**src/rcl_consts.svh**
```systemverilog
`ifndef RCL_CONSTS_SVH
`define RCL_CONSTS_SVH

// APB register byte offsets
`define RCL_OFS_STATUS 8'h00
`define RCL_OFS_WDCTL 8'h04
`define RCL_OFS_OPTION 8'h08
`define RCL_OFS_CMD 8'h0C
`define RCL_OFS_IRQ_STAT 8'h10
`define RCL_OFS_IRQ_CLR 8'h14
`define RCL_OFS_IRQ_EN 8'h18

// Status register fields
`define RCL_ST_DONE 0
`define RCL_ST_RESTORE 1
`define RCL_ST_CMDBUSY 2
`define RCL_ST_SECURED 3

// Interrupt event bits
`define RCL_EV_RESTORED 0
`define RCL_EV_CMDDONE 1
`define RCL_EV_REJECT 2
`define RCL_EV_W 3

// Option byte location and restore partition
`define RCL_OPT_ADDR 23'h7FFF0E
`define RCL_PART_BASE 23'h100000
`define RCL_PART_WORDS 16
`define RCL_PART_AW 4

// Cycles after reset before the synchronised security level is trusted
`define RCL_SEC_SETTLE 4

// Watchdog field reset values and secured override
`define RCL_RATE_RST 3'h0
`define RCL_RATE_LONGEST 3'h7

// Flash command duration
`define RCL_CMD_TIME_NS 2000
`define RCL_CLK_NS 10
`define RCL_CMD_CYCLES (`RCL_CMD_TIME_NS / `RCL_CLK_NS)

`endif

```
**src/rcl_pkg.sv**
```systemverilog
package rcl_pkg;

  // Start-up and command sequencer states
  typedef enum logic [2:0] {
    OPT_REQ,
    OPT_WAIT,
    PART_REQ,
    PART_WAIT,
    READY,
    CMD_RUN
  } rcl_state_t;

endpackage

```
**src/rcl_reset_config_loader.sv**
```systemverilog
// Our own choices: the APB slave port and the register addresses.
`include "rcl_consts.svh"

// Contract
// - Restore emulated eeprom, then set completion flag
// - Stall processor RAM access until flag set
// - After flag, no stall; accept flash commands
// - Reset aborts any running flash command immediately
// - RAM arrays not cleared by reset
// - At reset release load watchdog rate, window bits
// - Fill option register from configuration byte
// - Secured device forces longest watchdog rate
// - Rate equals inverted option bits two..zero
// - Window mode equals inverted option bit three
module rcl_reset_config_loader (
  // Clock and reset
  input wire logic clock,
  input wire logic resetn,
  // APB slave
  input wire logic psel,
  input wire logic penable,
  input wire logic pwrite,
  input wire logic [7:0] paddr,
  input wire logic [31:0] pwdata,
  output logic [31:0] prdata,
  output logic pready,
  output logic pslverr,
  // Data flash read port
  output logic dfReq,
  output logic [22:0] dfAddr,
  input wire logic [15:0] dfRdata,
  input wire logic dfValid,
  // Processor access to emulated eeprom RAM
  input wire logic cpuReq,
  input wire logic cpuWe,
  input wire logic [3:0] cpuAddr,
  input wire logic [15:0] cpuWdata,
  output logic [15:0] cpuRdata,
  output logic cpuAck,
  // Security pin and results
  input wire logic securedPin,
  output logic [2:0] watchdogRate,
  output logic watchdogWindowMode,
  output logic flashBusy,
  output logic irq
);

  // Security pin synchroniser stages
  logic secS1_ff, secS2_ff, secS3_ff, secured_ff;
  logic nxt_secS1, nxt_secS2, nxt_secS3, nxt_secured;

  // Sequencer state and counters
  rcl_pkg::rcl_state_t state_ff, nxt_state;
  logic [`RCL_PART_AW-1:0] idx_ff, nxt_idx;
  logic [15:0] cmdCnt_ff, nxt_cmdCnt;
  logic doneFlag_ff, nxt_doneFlag;
  logic [7:0] option_ff, nxt_option;
  logic [2:0] rate_ff, nxt_rate;
  logic window_ff, nxt_window;
  logic dfReq_ff, nxt_dfReq;
  logic [22:0] dfAddr_ff, nxt_dfAddr;
  logic busy_ff, nxt_busy;

  // Processor port
  logic [15:0] cpuRdata_ff, nxt_cpuRdata;
  logic cpuAck_ff, nxt_cpuAck;

  // Interrupt registers
  logic [`RCL_EV_W-1:0] irqStat_ff, nxt_irqStat;
  logic [`RCL_EV_W-1:0] irqEn_ff, nxt_irqEn;
  logic irq_ff, nxt_irq;
  logic [`RCL_EV_W-1:0] events;

  // APB answer registers
  logic [31:0] prdata_ff, nxt_prdata;
  logic pready_ff, nxt_pready;
  logic pslverr_ff, nxt_pslverr;

  // Emulated eeprom RAM; no reset on purpose
  logic [15:0] emuRam [0:`RCL_PART_WORDS-1];
  logic ramWe;
  logic [`RCL_PART_AW-1:0] ramAddr;
  logic [15:0] ramWdata;

  // Access phase strobes
  logic apbAccess, apbWrite, cmdWrite;

  assign apbAccess = psel & penable & ~pready_ff;
  assign apbWrite = apbAccess & pwrite;
  assign cmdWrite = apbWrite & (paddr == `RCL_OFS_CMD);

  // Security pin: three stages, change taken when two and three agree
  always_comb begin
    nxt_secS1 = securedPin;
    nxt_secS2 = secS1_ff;
    nxt_secS3 = secS2_ff;
    nxt_secured = secured_ff;
    if (secS2_ff == secS3_ff) begin
      nxt_secured = secS3_ff;
    end
  end

  // Synchroniser registers
  always_ff @(posedge clock or negedge resetn) begin
    if (!resetn) begin
      secS1_ff <= 1'b0;
      secS2_ff <= 1'b0;
      secS3_ff <= 1'b0;
      secured_ff <= 1'b0;
    end else begin
      secS1_ff <= nxt_secS1;
      secS2_ff <= nxt_secS2;
      secS3_ff <= nxt_secS3;
      secured_ff <= nxt_secured;
    end
  end

  // Sequencer: option fetch, RAM restore, then command service
  always_comb begin
    nxt_state = state_ff;
    nxt_idx = idx_ff;
    nxt_cmdCnt = cmdCnt_ff;
    nxt_doneFlag = doneFlag_ff;
    nxt_option = option_ff;
    nxt_rate = rate_ff;
    nxt_window = window_ff;
    nxt_dfReq = 1'b0;
    nxt_dfAddr = dfAddr_ff;
    nxt_busy = busy_ff;
    events = '0;
    ramWe = 1'b0;
    ramAddr = cpuAddr;
    ramWdata = cpuWdata;
    case (state_ff)
      // Ask for the configuration byte
      rcl_pkg::OPT_REQ: begin
        // Wait until the security level has crossed the synchroniser,
        // else a secured part would load the option-derived rate
        if (idx_ff == `RCL_PART_AW'(`RCL_SEC_SETTLE)) begin
          nxt_dfReq = 1'b1;
          nxt_dfAddr = `RCL_OPT_ADDR;
          nxt_state = rcl_pkg::OPT_WAIT;
        end else begin
          nxt_idx = idx_ff + `RCL_PART_AW'(1);
        end
      end
      // Capture option byte and derive watchdog settings
      rcl_pkg::OPT_WAIT: begin
        if (dfValid) begin
          nxt_option = dfRdata[7:0];
          nxt_window = ~dfRdata[3];
          if (secured_ff) begin
            // Security wins over the option bits
            nxt_rate = `RCL_RATE_LONGEST;
          end else begin
            nxt_rate = ~dfRdata[2:0];
          end
          nxt_idx = '0;
          nxt_state = rcl_pkg::PART_REQ;
        end
      end
      // Read next partition word
      rcl_pkg::PART_REQ: begin
        nxt_dfReq = 1'b1;
        nxt_dfAddr = `RCL_PART_BASE + {19'h00000, idx_ff};
        nxt_state = rcl_pkg::PART_WAIT;
      end
      // Store word into RAM; finish sets completion flag
      rcl_pkg::PART_WAIT: begin
        if (dfValid) begin
          ramWe = 1'b1;
          ramAddr = idx_ff;
          ramWdata = dfRdata;
          if (idx_ff == `RCL_PART_AW'(`RCL_PART_WORDS - 1)) begin
            nxt_doneFlag = 1'b1;
            events[`RCL_EV_RESTORED] = 1'b1;
            nxt_state = rcl_pkg::READY;
          end else begin
            nxt_idx = idx_ff + `RCL_PART_AW'(1);
            nxt_state = rcl_pkg::PART_REQ;
          end
        end
      end
      // Idle: processor owns RAM, commands accepted
      rcl_pkg::READY: begin
        if (cpuReq && cpuWe && !cpuAck_ff) begin
          ramWe = 1'b1;
        end
        if (cmdWrite) begin
          nxt_doneFlag = 1'b0;
          nxt_busy = 1'b1;
          nxt_cmdCnt = 16'(`RCL_CMD_CYCLES - 1);
          nxt_state = rcl_pkg::CMD_RUN;
        end
      end
      // Command running; only reset can cut it short
      rcl_pkg::CMD_RUN: begin
        if (cpuReq && cpuWe && !cpuAck_ff) begin
          ramWe = 1'b1;
        end
        if (cmdCnt_ff == 16'h0000) begin
          nxt_busy = 1'b0;
          nxt_doneFlag = 1'b1;
          events[`RCL_EV_CMDDONE] = 1'b1;
          nxt_state = rcl_pkg::READY;
        end else begin
          nxt_cmdCnt = cmdCnt_ff - 16'h0001;
        end
      end
      default: begin
        nxt_state = rcl_pkg::OPT_REQ;
      end
    endcase
    // A command written while the flag is low is refused
    if (cmdWrite && !doneFlag_ff) begin
      events[`RCL_EV_REJECT] = 1'b1;
    end
  end

  // Sequencer registers; reset kills a running command at once
  always_ff @(posedge clock or negedge resetn) begin
    if (!resetn) begin
      state_ff <= rcl_pkg::OPT_REQ;
      idx_ff <= '0;
      cmdCnt_ff <= 16'h0000;
      doneFlag_ff <= 1'b0;
      option_ff <= 8'hFF;
      rate_ff <= `RCL_RATE_RST;
      window_ff <= 1'b0;
      dfReq_ff <= 1'b0;
      dfAddr_ff <= 23'h000000;
      busy_ff <= 1'b0;
    end else begin
      state_ff <= nxt_state;
      idx_ff <= nxt_idx;
      cmdCnt_ff <= nxt_cmdCnt;
      doneFlag_ff <= nxt_doneFlag;
      option_ff <= nxt_option;
      rate_ff <= nxt_rate;
      window_ff <= nxt_window;
      dfReq_ff <= nxt_dfReq;
      dfAddr_ff <= nxt_dfAddr;
      busy_ff <= nxt_busy;
    end
  end

  // RAM write port; contents survive or float across reset
  always_ff @(posedge clock) begin
    if (ramWe) begin
      emuRam[ramAddr] <= ramWdata;
    end
  end

  // Processor port: ack withheld until the flag is set
  always_comb begin
    nxt_cpuAck = 1'b0;
    nxt_cpuRdata = cpuRdata_ff;
    if (cpuReq && doneFlag_ff && !cpuAck_ff) begin
      nxt_cpuAck = 1'b1;
      nxt_cpuRdata = emuRam[cpuAddr];
    end
  end

  // Processor port registers
  always_ff @(posedge clock or negedge resetn) begin
    if (!resetn) begin
      cpuAck_ff <= 1'b0;
      cpuRdata_ff <= 16'h0000;
    end else begin
      cpuAck_ff <= nxt_cpuAck;
      cpuRdata_ff <= nxt_cpuRdata;
    end
  end

  // Sticky events; a new event beats a clear in the same cycle
  always_comb begin
    nxt_irqStat = irqStat_ff;
    nxt_irqEn = irqEn_ff;
    if (apbWrite && paddr == `RCL_OFS_IRQ_CLR) begin
      nxt_irqStat = irqStat_ff & ~pwdata[`RCL_EV_W-1:0];
    end
    if (apbWrite && paddr == `RCL_OFS_IRQ_EN) begin
      nxt_irqEn = pwdata[`RCL_EV_W-1:0];
    end
    nxt_irqStat = nxt_irqStat | events;
    nxt_irq = |(nxt_irqStat & nxt_irqEn);
  end

  // Interrupt registers
  always_ff @(posedge clock or negedge resetn) begin
    if (!resetn) begin
      irqStat_ff <= '0;
      irqEn_ff <= '0;
      irq_ff <= 1'b0;
    end else begin
      irqStat_ff <= nxt_irqStat;
      irqEn_ff <= nxt_irqEn;
      irq_ff <= nxt_irq;
    end
  end

  // APB: one wait state, answer registered; unmapped gets error
  always_comb begin
    nxt_pready = 1'b0;
    nxt_pslverr = 1'b0;
    nxt_prdata = 32'h00000000;
    if (apbAccess) begin
      nxt_pready = 1'b1;
      case (paddr)
        // Live flag and activity
        `RCL_OFS_STATUS: begin
          nxt_prdata[`RCL_ST_DONE] = doneFlag_ff;
          nxt_prdata[`RCL_ST_RESTORE] = ~doneFlag_ff & ~busy_ff;
          nxt_prdata[`RCL_ST_CMDBUSY] = busy_ff;
          nxt_prdata[`RCL_ST_SECURED] = secured_ff;
        end
        // Loaded watchdog settings
        `RCL_OFS_WDCTL: begin
          nxt_prdata[2:0] = rate_ff;
          nxt_prdata[3] = window_ff;
        end
        // Option byte copy
        `RCL_OFS_OPTION: begin
          nxt_prdata[7:0] = option_ff;
        end
        // Write-only registers read as zero
        `RCL_OFS_CMD, `RCL_OFS_IRQ_CLR: begin
          nxt_prdata = 32'h00000000;
        end
        `RCL_OFS_IRQ_STAT: begin
          nxt_prdata[`RCL_EV_W-1:0] = irqStat_ff;
        end
        `RCL_OFS_IRQ_EN: begin
          nxt_prdata[`RCL_EV_W-1:0] = irqEn_ff;
        end
        default: begin
          nxt_pslverr = 1'b1;
        end
      endcase
      if (pwrite) begin
        nxt_prdata = 32'h00000000;
      end
    end
  end

  // APB answer registers
  always_ff @(posedge clock or negedge resetn) begin
    if (!resetn) begin
      prdata_ff <= 32'h00000000;
      pready_ff <= 1'b0;
      pslverr_ff <= 1'b0;
    end else begin
      prdata_ff <= nxt_prdata;
      pready_ff <= nxt_pready;
      pslverr_ff <= nxt_pslverr;
    end
  end

  // Outputs straight from flops
  assign prdata = prdata_ff;
  assign pready = pready_ff;
  assign pslverr = pslverr_ff;
  assign dfReq = dfReq_ff;
  assign dfAddr = dfAddr_ff;
  assign cpuRdata = cpuRdata_ff;
  assign cpuAck = cpuAck_ff;
  assign watchdogRate = rate_ff;
  assign watchdogWindowMode = window_ff;
  assign flashBusy = busy_ff;
  assign irq = irq_ff;

endmodule

```
**config.mk**
```make
export PLATFORM = sky130hd
export DESIGN_NAME = rcl_reset_config_loader
export DESIGN_NICKNAME = d
export VERILOG_FILES = /design/src/rcl_pkg.sv /design/src/rcl_reset_config_loader.sv
export VERILOG_INCLUDE_DIRS = /design/src
export SDC_FILE = /design/constraint.sdc
export NUM_CORES = 1
export LEC_CHECK = 0
export ABC_CLOCK_PERIOD_IN_PS = 3400
export BUFFER_PORTS_ARGS = -buffer_cell sky130_fd_sc_hd__buf_4
export CAP_MARGIN = 40
export CORE_UTILIZATION = 30
export CTS_CLUSTER_DIAMETER = 100
export CTS_CLUSTER_SIZE = 40
export DETAILED_ROUTE_END_ITERATION = 10
export PLACE_DENSITY = 0.51
export SYNTH_ARGS = -nofsm -noshare
export SYNTH_HDL_FRONTEND = slang
export SYNTH_SLANG_ARGS = --single-unit
```
**constraint.sdc**
```tcl
create_clock -name clock -period 3.4 [get_ports clock]
set_input_delay 0.34 -clock clock [delete_from_list [all_inputs] [get_ports clock]]
set_output_delay 0.34 -clock clock [all_outputs]
set_load 0.02 [all_outputs]
```
==> results by group <==
Setup path
  • Worst EP required: 3650 ps
  • Start of the worst register-to-register path: state_ff[2]
  • Data arrival time of the critical path: between 2000 and 3000 ps
  • Critical path startpoint category: register
  • Crit-path leading delay family: simple AND/OR/NAND/NOR gates
  • Critical path capture point type: register
  • Critical R2R Capture: emuRam[0][15]
  • Launch point of the worst path: state_ff[2]
  • Category of the critical setup timing path: reg -> reg
  • Cell breakdown of the critical path: nand4b_1 -> buf_4 -> nor3_1 -> a31oi_1 -> nor2_2 -> buf_4
  • Peak fanout along the critical path: 19
  • Worst path slowest cell: sky130_fd_sc_hd__nor2_2
  • Number of gates on the worst path with buffers counted: 6
  • Critical path endpoint: emuRam[0][15]
  • CP max stage delay: 720 ps
  • Worst reg-to-reg path cell count: 6
  • Reg2reg setup slack: approximately 650 ps
  • Top cell by count, worst path: sky130_fd_sc_hd__buf_4
  • CP bufs+invs: 2

Floorplanning
  • Standard-cell row count: 79
  • Die area: approximately 48000 um2
  • Die height: 219 um
  • I/O pin count: 166
  • DIE WIDTH: 219 um
  • Starting utilization of the core area: 0.303
  • Std-Cell Core Area: between 40000 and 50000 um2

Timing
  • Relative slew slack: 0.443
  • Worst setup slack after layout: 654 ps
  • Hold Fails Final Rpt: 0
  • Max-slew violation count: 0
  • Maximum operating frequency: 364 MHz
  • Final setup viols: 0
  • Final worst-path cycle share: 0.808
  • Transition at the pin with the smallest max-transition slack: 834 ps
  • Final critical-path required period: around 2700 ps
  • Sum of negative setup slack: 0 ps
  • Clock tree skew after final layout: ~35 ps
  • RSZ-0062 raised after global routing: false

Yosys
  • Share of synthesized cell area in full adder, half adder and majority cells: 0.00426
  • Area fraction in compound gates after synthesis: 0.0521
  • Most common cell in the netlist: sky130_fd_sc_hd__edfxtp_1
  • Count of mapped cells out of synthesis: 829
  • Netlist area before placement: 14100 um2
  • Share of synthesized flip-flops with an asynchronous set or reset: 0.243
  • Area share of the largest cell type after synthesis: 0.545
  • Per-instance average area after synthesis: 17.0 um2
  • Main combinational cell family by area after synthesis: multiplexers
  • Seq/Total Area, Yosys: 0.692
  • Leading post-synthesis cells by instance count: 256 x sky130_fd_sc_hd__edfxtp_1, 74 x sky130_fd_sc_hd__dfrtp_1, 64 x sky130_fd_sc_hd__mux4_2, 41 x sky130_fd_sc_hd__buf_4, 41 x sky130_fd_sc_hd__mux2_2
  • Synth Area in Simple Gates: 0.0620
  • Flop and latch count out of synthesis: 338
  • Cell variety after synth: a little over 60
  • Most area-consuming cells after synthesis: sky130_fd_sc_hd__edfxtp_1 55%, sky130_fd_sc_hd__dfrtp_1 13%, sky130_fd_sc_hd__mux4_2 10%
  • Mux contribution to synthesized area: 0.151
  • Number of synthesis warnings: 0
  • EDFF count, synth: between 200 and 300
  • Post-synthesis share of cell area spent on xor and xnor gates: 0
  • Cell type contributing the most total cell area after synthesis: sky130_fd_sc_hd__edfxtp_1
  • Dominant register cell in the synthesized netlist: sky130_fd_sc_hd__edfxtp_1

Detailed routing
  • Count of nets left with antenna violations after detail routing: 0
  • Iteration count of the initial detailed-routing pass: 5
  • Residual DRC count: 0
  • Vias per std cell: 4.90
  • DR WL/cell: 21.1 um
  • Via count: between 7000 and 8000
  • Drt total wl: 32.9 mm
  • Iteration-0 DRC count of the detailed router: roughly 660

Pwr
  • Power per cell area: 606 nW/um2
  • Design Power: 9.89 mW
  • Leakage power: 5.67 nW
  • Worst ir drop on vdd: 314 uV

Outcome
  • Status: finished clean

GRT
  • Vias in the first global route: ~7500
  • Antenna violations before repair: 0
  • GR Overflow Total: 0
  • Global-route usage over all layers: 0.137
  • Global-route wire length before repair: 48.6 mm
  • Largest net degree at the start of global routing: 53

Finish
  • Footprint of the flip-flops and latches: approximately 10000 um2
  • Number of filler instances in the final layout: around 4400
  • Layout cells sized above 1: 0.335
  • Area growth from synthesis to layout: 15.8%
  • Number of nets in the layout: 1032
  • Area occupied by multi-input gates: 3940 um2

Placement
  • Port-buffer cells: about 110
  • Routability congestion estimate from global placement: roughly 0.75
  • Setup Slack @ Placement: slightly below 700 ps
  • Half-perimeter wire length of the detailed placement result: 21.2 mm

Min path
  • Startpoint of the tightest hold check path: dfRdata[3]
  • Min-Delay Path Class: in -> reg

Clocking
  • CTS H-Tree Depth: 1
  • Clock buffers created by TritonCTS: 15
  • TritonCTS sink count: about 340
  • Insertion delay of the later-clocked pin in the worst-skew pair: between 500 and 600 ps
  • Reg clk slew, reported paths: 130 ps
  • Deepest clock path buffer count: 3
  • Number of cells upsized or downsized after cts: 0
  • CTS tree: yes
  • CTS Root Cell: sky130_fd_sc_hd__clkbuf_16

Job
  • Max Cap Viol: 0
stage by stage:
stage	hold WS, ps	util	instance area, um2	cells
finish	18.4	0.351	16300	1560
global route	20.2	0.351	16300	1559
CTS	9.83	0.351	16300	1559
detailed placement	344	0.338	15700	1528
global placement	339	0.338	15700	1527
floorplan	44.4	-	14200	856
how the worst min path moves through the flow:
stage,to,cells after the start,slack [ps]
final,watchdogWindowMode,2,20
after global routing,option_ff[6],2,20
after detailed placement,nxt_secS3,0,340
after floorplan,cmdCnt_ff[0],0,40
after global placement,nxt_secS3,0,340
after CTS,watchdogWindowMode,2,10
repair_timing:
action / in CTS / in global routing
buffers inserted: 0 / 0
endpoints found under the hold margin: 46 / 0
hold buffers: 5 / 0
per-layer routing:
layer | vias to the layer above | track usage | routed length [um]
met5 | - | 0 | 0
li1 | 3454 | - | -
met2 | 182 | 0.230 | 16000
met1 | 3986 | 0.192 | 15100
met4 | 0 | 0.0176 | 251
met3 | 15 | 0.0198 | 1560
final cells by class:
cell class	instances	area share
clock inverter	11	0.0103
tap	607	0.0465
antenna	1	0.000153
clock buffer	15	0.0230
timing repair buffer	151	0.0761
sequential	338	0.597
multi-input combinational	415	0.242
inverter	22	0.00506
logic make-up after synthesis:
logic type               after synthesis
flip-flops                           338
AND/OR/NAND/NOR                      154
multiplexers                         127
buffers and inverters                103
AO/OA/AOI/OAI                        101
adder cells (fa/ha/maj)                5
other                                  1
worst reg2reg max path, cell delays in order, from the launching register on:
cell and delay [ps]:
sky130_fd_sc_hd__dfrtp_1 540, sky130_fd_sc_hd__nand4b_1 280, sky130_fd_sc_hd__buf_4 270, sky130_fd_sc_hd__nor3_1 180, sky130_fd_sc_hd__a31oi_1 140, sky130_fd_sc_hd__nor2_2 730, sky130_fd_sc_hd__buf_4 330
layout by cell type (no fill, tap or decap), drive strengths merged, types with 7 or more instances in the layout:
master | Yosys | final
conb | 1 | 28
or4 | 13 | 13
inv | 22 | 29
or3 | 7 | 7
nand2 | 17 | 17
dfrtp | 74 | 74
o31ai | 9 | 9
mux2 | 41 | 41
mux4 | 64 | 64
buf | 54 | 146
dfstp | 8 | 8
edfxtp | 256 | 256
a21oi | 22 | 22
mux2i | 22 | 22
clkbuf | 27 | 15
nor3 | 26 | 26
nor2 | 38 | 38
a221o | 16 | 16
a31oi | 13 | 13
o21ai | 8 | 8
registers in the layout, indices dropped and copies added (netlist names), 3 cells and up:
register      cells
state_ff          3
emuRam          256
irqStat_ff        3
watchdogRate      3
cpuRdata         16
irqEn_ff          3
option_ff         8
prdata            8
idx_ff            4
cmdCnt_ff        16
dfAddr            6
power breakdown:
group,internal (mW),switching (mW)
clock network,0.926,1.46
logic,0.840,1.27
registers,5.08,0.311
total,6.85,3.04
Power figures use the tool's default switching activity.
